### src/rtl/pwm8_pkg.sv
// Package: register map, field layout, modes and reset values for the 8-bit PWM timer
package pwm8_pkg;
	// Register offsets
	localparam logic [3:0] ctrl_addr = 4'h0;
	localparam logic [3:0] count_addr = 4'h1;
	localparam logic [3:0] compare_addr = 4'h2;
	localparam logic [3:0] status_addr = 4'h3;
	localparam logic [3:0] active_cmp_addr = 4'h4;
	// Control field positions
	localparam int clk_sel_lsb = 0;
	localparam int mode_lsb = 3;
	localparam int action_lsb = 5;
	localparam int pin_dir_bit = 7;
	localparam int port_level_bit = 8;
	// Status field positions (overflow and match bits write one to clear)
	localparam int ovf_bit = 0;
	localparam int match_bit = 1;
	localparam int dir_bit = 2;
	localparam int out_bit = 3;
	// Counter limits
	localparam logic [7:0] count_bottom = 8'h00;
	localparam logic [7:0] count_max = 8'hff;
	// Reset values
	localparam logic [8:0] ctrl_reset = 9'h000;
	localparam logic [7:0] compare_reset = 8'h00;
	// Prescaler width and tap points (divide minus one)
	localparam int presc_width = 10;
	localparam logic [9:0] div8_mask = 10'h007;
	localparam logic [9:0] div32_mask = 10'h01f;
	localparam logic [9:0] div64_mask = 10'h03f;
	localparam logic [9:0] div128_mask = 10'h07f;
	localparam logic [9:0] div256_mask = 10'h0ff;
	localparam logic [9:0] div1024_mask = 10'h3ff;
	// Waveform modes
	typedef enum logic [1:0] {
		mode_normal = 2'h0,
		mode_phase = 2'h1,
		mode_ctc = 2'h2,
		mode_fast = 2'h3
	} wave_mode_t;
	// Output actions
	typedef enum logic [1:0] {
		act_off = 2'h0,
		act_toggle = 2'h1,
		act_clear = 2'h2,
		act_set = 2'h3
	} out_action_t;
	// Control register image
	typedef struct packed {
		logic port_level;
		logic pin_dir;
		out_action_t compare_out_action;
		wave_mode_t waveform_mode_sel;
		logic [2:0] clk_sel;
	} ctrl_t;
	// Pin drive bundle
	typedef struct packed {
		logic out;
		logic oe;
	} pin_t;
endpackage

### src/rtl/pwm8_timer.sv
// PWM timer: 8-bit counter with fast and phase-correct waveform generation
`timescale 1ns/10ps
// Summary of operation
// - Mode 3 counts up BOTTOM to MAX and restarts at BOTTOM.
// - Fast PWM: after MAX the counter clears on the next tick.
// - Fast PWM: overflow flag set whenever the counter reaches MAX.
// - Fast PWM action 2 clears at match, sets at BOTTOM; action 3 inverse.
// - Fast PWM BOTTOM action happens on the same tick as the wrap.
// - Compare BOTTOM gives one-tick spike; compare MAX gives constant level.
// - Fast PWM action 1 toggles on each match.
// - Fast PWM compare value is double buffered.
// - Fast PWM period is 256 ticks.
// - Prescaler divides by 1, 8, 32, 64, 128, 256 or 1024.
// - Mode 1 counts up to MAX then down to BOTTOM, repeatedly.
// - Phase-correct: MAX held one tick then counting turns down.
// - Phase-correct: overflow flag set when counter reaches BOTTOM.
// - Phase-correct action 2 clears on up match, sets on down; 3 inverse.
// - Phase-correct period is 510 ticks, eight-bit resolution.
// - Phase-correct compare BOTTOM holds low, MAX holds high, inverted opposite.
// - Output at MAX equals the up-counting match result, except with compare MAX.
// - Missed up-count match is still applied at MAX.
// - Tick is a clock enable on the reference clock.
// - MAX is 0xff, BOTTOM is 0x00.
// - Action 0 keeps compare output and releases the pin to port level.
module pwm8_timer
(
	// Clock and reset
	input wire logic ref_clk,
	input wire logic reset,
	// Register port
	input wire logic [3:0] addr,
	input wire logic [15:0] wdata,
	input wire logic wr_en,
	input wire logic rd_en,
	output logic [15:0] rdata,
	// Port pin
	output pwm8_pkg::pin_t pin,
	// Flags and waveform state
	output logic overflow_flag,
	output logic compare_match_flag,
	output logic compare_out_a
);
	// ------------------------------------------------------------
	// Registers
	// ------------------------------------------------------------
	pwm8_pkg::ctrl_t ctrl_r;
	logic [7:0] count_r, count_nxt;
	logic [7:0] cmp_buf_r;
	logic [7:0] cmp_act_r, cmp_act_nxt;
	logic down_r, down_nxt;
	logic out_r, out_nxt;
	logic ovf_r, match_r;
	logic [pwm8_pkg::presc_width-1:0] presc_r;
	logic block_r;
	logic [15:0] rdata_r;

	// ------------------------------------------------------------
	// Decode
	// ------------------------------------------------------------
	wire ctrl_wr = wr_en && (addr == pwm8_pkg::ctrl_addr);
	wire count_wr = wr_en && (addr == pwm8_pkg::count_addr);
	wire cmp_wr = wr_en && (addr == pwm8_pkg::compare_addr);
	wire stat_wr = wr_en && (addr == pwm8_pkg::status_addr);
	wire is_fast = ctrl_r.waveform_mode_sel == pwm8_pkg::mode_fast;
	wire is_phase = ctrl_r.waveform_mode_sel == pwm8_pkg::mode_phase;
	wire is_pwm = is_fast || is_phase;
	wire is_ctc = ctrl_r.waveform_mode_sel == pwm8_pkg::mode_ctc;
	pwm8_pkg::out_action_t act;
	assign act = ctrl_r.compare_out_action;

	// ------------------------------------------------------------
	// Prescaler and tick
	// ------------------------------------------------------------
	// Tap selected by the clock select field, zero means stopped
	function automatic logic tick_of(input logic [2:0] sel, input logic [9:0] p);
		case (sel)
			3'h1: tick_of = 1'b1;
			3'h2: tick_of = (p & pwm8_pkg::div8_mask) == pwm8_pkg::div8_mask;
			3'h3: tick_of = (p & pwm8_pkg::div32_mask) == pwm8_pkg::div32_mask;
			3'h4: tick_of = (p & pwm8_pkg::div64_mask) == pwm8_pkg::div64_mask;
			3'h5: tick_of = (p & pwm8_pkg::div128_mask) == pwm8_pkg::div128_mask;
			3'h6: tick_of = (p & pwm8_pkg::div256_mask) == pwm8_pkg::div256_mask;
			3'h7: tick_of = p == pwm8_pkg::div1024_mask;
			default: tick_of = 1'b0;
		endcase
	endfunction

	wire timer_tick = tick_of(ctrl_r.clk_sel, presc_r);

	// Free running prescaler
	always_ff @(posedge ref_clk)
	begin
		if (reset)
			presc_r <= '0;
		else
			presc_r <= presc_r + 10'h001;
	end

	// ------------------------------------------------------------
	// Counter sequence
	// ------------------------------------------------------------
	// Top in non-CTC modes is MAX; CTC top is the compare value
	wire [7:0] top_val = is_ctc ? cmp_act_r : pwm8_pkg::count_max;
	wire at_top = count_r == top_val;
	wire at_bottom = count_r == pwm8_pkg::count_bottom;
	wire raw_match = (count_r == cmp_act_r) && !block_r;

	always_comb
	begin
		count_nxt = count_r;
		down_nxt = down_r;
		if (is_phase)
		begin
			// Turn down after one tick at MAX, up again at BOTTOM
			if (at_top)
				down_nxt = 1'b1;
			else if (at_bottom)
				down_nxt = 1'b0;
			if (down_nxt)
				count_nxt = count_r - 8'h01;
			else
				count_nxt = count_r + 8'h01;
		end
		else
		begin
			down_nxt = 1'b0;
			count_nxt = at_top ? pwm8_pkg::count_bottom : count_r + 8'h01;
		end
	end

	// ------------------------------------------------------------
	// Waveform output
	// ------------------------------------------------------------
	// Level that an up-counting match leaves for the current action
	wire up_level = (act == pwm8_pkg::act_set);
	wire cmp_is_max = cmp_act_r == pwm8_pkg::count_max;
	// A match at BOTTOM belongs to the up slope, so compare BOTTOM stays low
	wire match_down = down_r && !at_bottom;

	always_comb
	begin
		out_nxt = out_r;
		if (act == pwm8_pkg::act_off)
			out_nxt = out_r;
		else if (is_fast)
		begin
			if (act == pwm8_pkg::act_toggle)
			begin
				if (raw_match)
					out_nxt = !out_r;
			end
			else if (at_top)
				out_nxt = !up_level;
			else if (raw_match)
				out_nxt = up_level;
		end
		else if (is_phase && act != pwm8_pkg::act_toggle)
		begin
			if (at_top)
				out_nxt = cmp_is_max ? !up_level : up_level;
			else if (raw_match && !cmp_is_max)
				out_nxt = match_down ? !up_level : up_level;
		end
		else if (raw_match && !is_pwm)
		begin
			case (act)
				pwm8_pkg::act_toggle: out_nxt = !out_r;
				pwm8_pkg::act_clear: out_nxt = 1'b0;
				pwm8_pkg::act_set: out_nxt = 1'b1;
				default: out_nxt = out_r;
			endcase
		end
	end

	// Compare value: buffered in PWM modes, direct otherwise
	assign cmp_act_nxt = !is_pwm ? cmp_buf_r :
		((is_fast && at_top) || (is_phase && at_top)) ? cmp_buf_r : cmp_act_r;

	// Overflow at MAX in fast/normal, at BOTTOM in phase-correct
	wire ovf_evt = timer_tick && (is_phase ? (at_bottom && down_r) : at_top);
	wire match_evt = timer_tick && raw_match;

	// ------------------------------------------------------------
	// Sequential state
	// ------------------------------------------------------------
	// Counter, direction, output and compare registers
	always_ff @(posedge ref_clk)
	begin
		if (reset)
		begin
			count_r <= pwm8_pkg::count_bottom;
			down_r <= 1'b0;
			out_r <= 1'b0;
			cmp_act_r <= pwm8_pkg::compare_reset;
		end
		else
		begin
			if (count_wr)
				count_r <= wdata[7:0];
			else if (timer_tick)
				count_r <= count_nxt;
			if (timer_tick)
				down_r <= down_nxt;
			if (timer_tick)
				out_r <= out_nxt;
			if (timer_tick || !is_pwm)
				cmp_act_r <= cmp_act_nxt;
		end
	end

	// A counter write blocks the match of the following tick
	always_ff @(posedge ref_clk)
	begin
		if (reset)
			block_r <= 1'b0;
		else if (count_wr)
			block_r <= 1'b1;
		else if (timer_tick)
			block_r <= 1'b0;
	end

	// Control and buffered compare writes
	always_ff @(posedge ref_clk)
	begin
		if (reset)
		begin
			ctrl_r <= pwm8_pkg::ctrl_reset;
			cmp_buf_r <= pwm8_pkg::compare_reset;
		end
		else
		begin
			if (ctrl_wr)
				ctrl_r <= wdata[8:0];
			if (cmp_wr)
				cmp_buf_r <= wdata[7:0];
		end
	end

	// Sticky flags, set wins over a write-one clear
	always_ff @(posedge ref_clk)
	begin
		if (reset)
		begin
			ovf_r <= 1'b0;
			match_r <= 1'b0;
		end
		else
		begin
			ovf_r <= ovf_evt || (ovf_r && !(stat_wr && wdata[pwm8_pkg::ovf_bit]));
			match_r <= match_evt || (match_r && !(stat_wr && wdata[pwm8_pkg::match_bit]));
		end
	end

	// ------------------------------------------------------------
	// Read port
	// ------------------------------------------------------------
	wire [15:0] stat_word = {12'h000, out_r, down_r, match_r, ovf_r};
	wire [15:0] rd_mux =
		(addr == pwm8_pkg::ctrl_addr) ? {7'h00, ctrl_r} :
		(addr == pwm8_pkg::count_addr) ? {8'h00, count_r} :
		(addr == pwm8_pkg::compare_addr) ? {8'h00, cmp_buf_r} :
		(addr == pwm8_pkg::status_addr) ? stat_word :
		(addr == pwm8_pkg::active_cmp_addr) ? {8'h00, cmp_act_r} : 16'h0000;

	// Read data stands in the cycle after the strobe only
	always_ff @(posedge ref_clk)
	begin
		if (reset)
			rdata_r <= 16'h0000;
		else if (rd_en)
			rdata_r <= rd_mux;
		else
			rdata_r <= 16'h0000;
	end

	// ------------------------------------------------------------
	// Outputs
	// ------------------------------------------------------------
	// Pin takes compare output when any action is selected
	assign pin.out = (act != pwm8_pkg::act_off) ? out_r : ctrl_r.port_level;
	assign pin.oe = ctrl_r.pin_dir;
	assign rdata = rdata_r;
	assign overflow_flag = ovf_r;
	assign compare_match_flag = match_r;
	assign compare_out_a = out_r;

	// Ticks since the last fast-mode wrap, used by the period check
	logic [8:0] gap_r;
	logic gap_ok_r;

	always_ff @(posedge ref_clk)
	begin
		if (reset || !is_fast || count_wr)
		begin
			gap_r <= 9'h000;
			gap_ok_r <= 1'b0;
		end
		else if (timer_tick && at_top)
		begin
			gap_r <= 9'h001;
			gap_ok_r <= 1'b1;
		end
		else if (timer_tick)
			gap_r <= gap_r + 9'h001;
	end
endmodule // pwm8_timer

### config.mk
export PLATFORM = sky130hd
export DESIGN_NAME = pwm8_timer
export DESIGN_NICKNAME = d
export VERILOG_FILES = /design/src/rtl/pwm8_pkg.sv /design/src/rtl/pwm8_timer.sv
export SDC_FILE = /design/constraint.sdc
export NUM_CORES = 1
export LEC_CHECK = 0
export ABC_AREA = 0
export BUFFER_PORTS_ARGS = -buffer_cell sky130_fd_sc_hd__buf_2
export CAP_MARGIN = 20
export CORE_MARGIN = 1
export CORE_UTILIZATION = 55
export DETAILED_ROUTE_END_ITERATION = 12
export PLACE_DENSITY = 0.73
export SYNTH_ARGS = -nofsm -noshare
export SYNTH_HDL_FRONTEND = slang
export SYNTH_SLANG_ARGS = --single-unit
### constraint.sdc
create_clock -name ref_clk -period 7.1 [get_ports ref_clk]
set_clock_uncertainty 0.1 [all_clocks]
set_input_delay 0.355 -clock ref_clk [delete_from_list [all_inputs] [get_ports ref_clk]]
set_output_delay 0.355 -clock ref_clk [all_outputs]
set_load 0.02 [all_outputs]
== Word-level counts from Yosys, hierarchy flattened ==
Cells that the tools add are included.
Storage, ports and cells
  flip-flop bits (word level): 64
  logic and storage cells: 128
Operators by class
  mux-type cells: 34
  add/subtract/negate cells: 3
  equality and inequality tests: 31
  bitwise logic cells: 2
  reductions and logical operators: 42
Operators with widths (number)
  $mux 8: 12
  $mux 1: 19
  $logic_and 1x1->1: 18
  $eq 8x8->1: 2
  $eq 8x8->1 const B: 2
  $eq 3x3->1 const B: 5
  $add 10x1->10 const B: 1
  $eq 10x10->1 const B: 1
  $mux 9: 1
  $add 8x1->8 const B: 1
  $eq 2x2->1 const B: 4
  $eq 4x2->1 const B: 2
  $logic_not 1->1: 8
  $logic_not 8->1: 1
  $sub 8x1->8 const B: 1
  $eq 7x7->1 const B: 1
  $pmux 1 s7: 1
  $reduce_and 7->1: 1
  $eq 3x2->1 const B: 2
  $eq 6x6->1 const B: 1
  $reduce_or 6->1: 1
  $eq 5x5->1 const B: 1
  $logic_or 1x1->1: 5
  $reduce_bool 5->1: 1
  16 further kinds: 20

== Logic depth before layout (Yosys ltp) ==
  word-level depth: 9
  depth in mapped cells: 10

== Least setup slack after synthesis ==
Ideal clock, no wire load.
  path kind: register -> register
  start point: reg presc_r[0] (netlist bit)
  end point: reg count_r[3]
  cell stages (with the launch flop): 11
  buffers on the path: 1
  clock period less this slack: 2.283 ns
  data arrival time: 2.108 ns
  library setup time: 0.076 ns
  setup slack: 4.817 ns
  required time: 6.924 ns
  cells stage by stage: dfxtp_1 > ha_1 > and3_1 > ha_1 > o21ai_0 > a21oi_1 > a41oi_1 > clkbuf_1 > and3_1 > a21oi_1 > o22ai_1
Between the ends
  longest elaborated chain between the ends: 3
  elaborated cells on any way between the ends: 8
  those cells by class: eq/ne (6); mux (1); reduce/logical (1)
Ends and longest elaborated chain
  from (decl): line pwm8_timer.sv:53  | logic [pwm8_pkg::presc_width-1:0] presc_r;
  from (signal assigned): line pwm8_timer.sv:96  | presc_r <= presc_r + 10'h001;
  $eq 10x10->1 (tied with other cells): line pwm8_timer.sv:83  | 3'h7: tick_of = p == pwm8_pkg::div1024_mask;
  $pmux 1 s7 *: line pwm8_timer.sv:76  | case (sel)
  $reduce_bool 2->1 (no source line) *
  to (signal assigned): line pwm8_timer.sv:191  | count_r <= pwm8_pkg::count_bottom;
  to (signal assigned): line pwm8_timer.sv:199  | count_r <= wdata[7:0];
  to (signal assigned): line pwm8_timer.sv:201  | count_r <= count_nxt;
  to (decl): line pwm8_timer.sv:47  | logic [7:0] count_r, count_nxt;
Every way passes the cells marked *; elsewhere a longest branch is shown, timed or not.
A chain may end at the register's enable or synchronous reset.

== Worst setup path in the final report ==
  start point: reg count_r[6]
  end point: reg cmp_act_r[2]
Between the ends
  longest elaborated chain between the ends: 5
  elaborated cells on any way between the ends: 6
  those cells by class: eq/ne (2); reduce/logical (4)
Ends and longest elaborated chain
  $eq 8x8->1 *: line pwm8_timer.sv:104  | wire at_top = count_r == top_val;
  $logic_and 1x1->1: line pwm8_timer.sv:177  | ((is_fast && at_top) || (is_phase && at_top)) ? cmp_buf_r : cmp_act_r;
  $logic_or 1x1->1 *: line pwm8_timer.sv:177
  $ne 2x1->1 (no source line) *
  $reduce_and 2->1 (no source line) *
  to (signal assigned): line pwm8_timer.sv:194  | cmp_act_r <= pwm8_pkg::compare_reset;
  to (signal assigned): line pwm8_timer.sv:207  | cmp_act_r <= cmp_act_nxt;
  to (decl): line pwm8_timer.sv:49  | logic [7:0] cmp_act_r, cmp_act_nxt;
Marks and branches as above.

==> metrics.yaml <==
insertedDiodeCount: 0
crit_family: "compound AO/OA/AOI/OAI gates"
p_int_w: 0.000524
dp_hpwl_mm: 6.20
ys_seq_area_share_pct: 34.8
p_sw_w: 0.000182
groute.usage.overall_pct: 29.6
viasPerCell: 6.13
cts_buffers: 9
synth_async_sr_flop_share_pct: 0
worst_ep_arrival_time_ns: 2.83
ant_nets: 0
maxCapViolCount: 0
initial_core_util_pct: 58.4
cts_max_level: 3
pre_cts_ws_ns: 4.44
drc: 0
fill_cells: 548
drive_gt1_share_pct: 13.3
synth_area_leaders: "dfxtp_1 35%, nor2_1 5.7%, mux2i_1 5.5%"
max_stage_delay_ns: 0.65
area_growth_syn_to_layout_pct: 9.55
vdd_drop_max_mv: 0.144
power.density_mw_per_mm2: 197
timing.fmax_mhz: 366
cts_tree: "yes"
syn_area_per_cell_um2: 7.93
path_cells: "xnor2_1 -> o221ai_1 -> o21a_1 -> or4_1 -> o21ai_4 -> mux2i_1 -> nor2_1"
r2r_slack_ns: 4.37
clock-sinks: 57
ys_seq_elements: 57
p_leak_nw: 1.43
clk_pin_slew_ns: 0.07
fin_nets: 461
min_path_cells: 3
dp.cells: 492
fin_crit_sh_pct: 38.5
ioPinCount: 45
rsz0062_at_grt: "false"
min_to: "ctrl_r[8]"
path_buf_inv: 0
hold_path_class: "in -> reg"
hold_viol_final: 0
grt_pass1_vias: 2709
reg2reg_from: "count_r[6]"
fp.dieH_um: 79.2
setup_ws_ns: 4.37
synth_top_cell_area_share_pct: 34.8
antenna_found_initial: 0
crit_type: "reg -> reg"
fin_crit_ns: 2.73
grt_pass1_wl_mm: 13.8
hold_ws_ns: 0.158
rr_worst_depth: 7
pwr-share-clk_pct: 44.9
first_pass_iters: 6
vias: 3113
status: "complete, no violations"
total_power_w: 0.000706
cts_hold_buf: 0
hp-start: "wdata[8]"
cp_slowest_cell: "or4_1"
post_cts_buffers: 0
setup-violations-final: 0
clock_latency_ns: 0.35
slew_headroom_pct: 36.5
tightest_slew_ns: 0.952
grt_overflow_total: 0
synth.cell_area_mm2: 0.00327
crit_required_ns: 7.20
yosysMostFrequentCell: "dfxtp_1"
core_region_area_mm2: 0.00561
yosys-top-cells-count: "57 x dfxtp_1, 50 x nor2_1, 37 x nand2_1"
synth_edf_count: 0
cts_root_buf: "clkbuf_8"
drt_iter0_drc: 257
crit_path_end_kind: "flip-flop"
slew_viol_final: 0
portBuffers: 30
fp.dieW_um: 79.2
finalNonFillerCells: 508
critPathMaxFanout: 8
netSwitchingFraction_pct: 25.7
cts-resized-gates: 0
cp-start-kind: "flip-flop"
die_area_mm2: 0.00627
pwr-share-comb_pct: 8.3
avgRoutedWirePerCell_um: 17.4
netlist_instances: 413
gp_congestion: 0.914
yosysWarnings: 0
synth_top_cell_by_area: "dfxtp_1"
tns_ns: 0
rr_endpoint: "cmp_act_r[2]"
grt_max_degree: 52
ys_types: 62
ys.flop_type: "dfxtp_1"
clockBufferDepth: 2
routed_wl_mm: 8.85
p_seq_share_pct: 46.7
rows: 27
==> flip-flops by register name (all words and copies together), names as in the netlist <==
signal and flops:
act 2, block_r 1, cmp_act_r 8, cmp_buf_r 8
compare_match_flag 1, compare_out_a 1, count_r 8, ctrl_r 6
down_r 1, overflow_flag 1, pin 1, presc_r 10
rdata 9
==> worst min-delay path: cells and delay by family <==
family	cells	cell delay [ns]
compound gates	1	0.05
simple gates	1	0.05
buf+inv	1	0.10
==> cell usage in the layout (no fill, tap or decap), drive strengths merged, types with 3 or more instances in the layout <==
cell / count
xor2: 6
nand2b: 12
or3: 3
nand3: 26
xnor2: 6
clkbuf: 12
nor3: 6
o21ai: 13
and2: 5
nor4: 4
mux2i: 18
nor2: 50
buf: 32
o22ai: 6
nand2: 37
nand4: 6
dfxtp: 57
inv: 18
a21oi: 35
ha: 6
nor2b: 9
and3: 7
a21o: 3
a22oi: 12
conb: 7
==> metrics by stage <==
stage / util, % / area [um^2]
CTS: 64.0 / 3590
global placement: 60.3 / 3380
global route: 64.0 / 3590
floorplan: - / 3300
detailed placement: 60.3 / 3380
finish: 64.0 / 3590
==> worst max-delay path by stage <==
stage | startpoint | to | slack, ns | depth (start not counted)
after global routing | count_r[6] | cmp_act_r[0] | 4.23 | 7
final | count_r[6] | cmp_act_r[2] | 4.37 | 7
after CTS | count_r[6] | cmp_act_r[2] | 4.41 | 7
after floorplan | presc_r[0] | count_r[3] | 4.82 | 10
after global placement | count_r[6] | cmp_act_r[0] | 4.46 | 7
after detailed placement | ctrl_r[3] | cmp_act_r[2] | 4.44 | 7
==> cell type report <==
| class | instances | area, um^2 | area share [%] |
|---|---|---|---|
| sequential | 57 | 1140 | 31.8 |
| multi-input combinational | 313 | 1920 | 53.4 |
| clock inverter | 4 | 51.3 | 1.43 |
| tap | 72 | 90.1 | 2.51 |
| timing repair buffer | 32 | 165 | 4.60 |
| inverter | 18 | 67.6 | 1.88 |
| clock buffer | 12 | 155 | 4.33 |
==> kinds of logic after synthesis <==
kind of cell / count (synthesis) / synth area share [%]
XOR/XNOR: 12 / 3.21
other: 1 / 0.115
AO/OA/AOI/OAI: 93 / 19.0
buffers and inverters: 49 / 7.49
multiplexers: 20 / 6.19
flip-flops: 57 / 34.8
adder cells (fa/ha/maj): 6 / 2.29
AND/OR/NAND/NOR: 175 / 26.9
==> routing by layer <==
metal / track usage [%] / share of wire [%] / vias up
li1: - / - / 1475
met1: 38.1 / 44 / 1474
met2: 46.1 / 46 / 142
met3: 8.97 / 7.4 / 22
met4: 11.5 / 2.9 / 0
met5: 0 / 0 / -
==> power groups by stage <==
stage | registers (W) | clock network (W) | logic [W]
2_1_floorplan | 0.000335 | 0 | 0.0000433
3_3_place_gp | 0.000337 | 0 | 0.0000565
3_5_place_dp | 0.000337 | 0 | 0.0000571
4_1_cts | 0.000330 | 0.000323 | 0.0000576
5_1_grt | 0.000330 | 0.000337 | 0.0000637
6_report | 0.000330 | 0.000317 | 0.0000588
(Power assumes the default switching activity.)
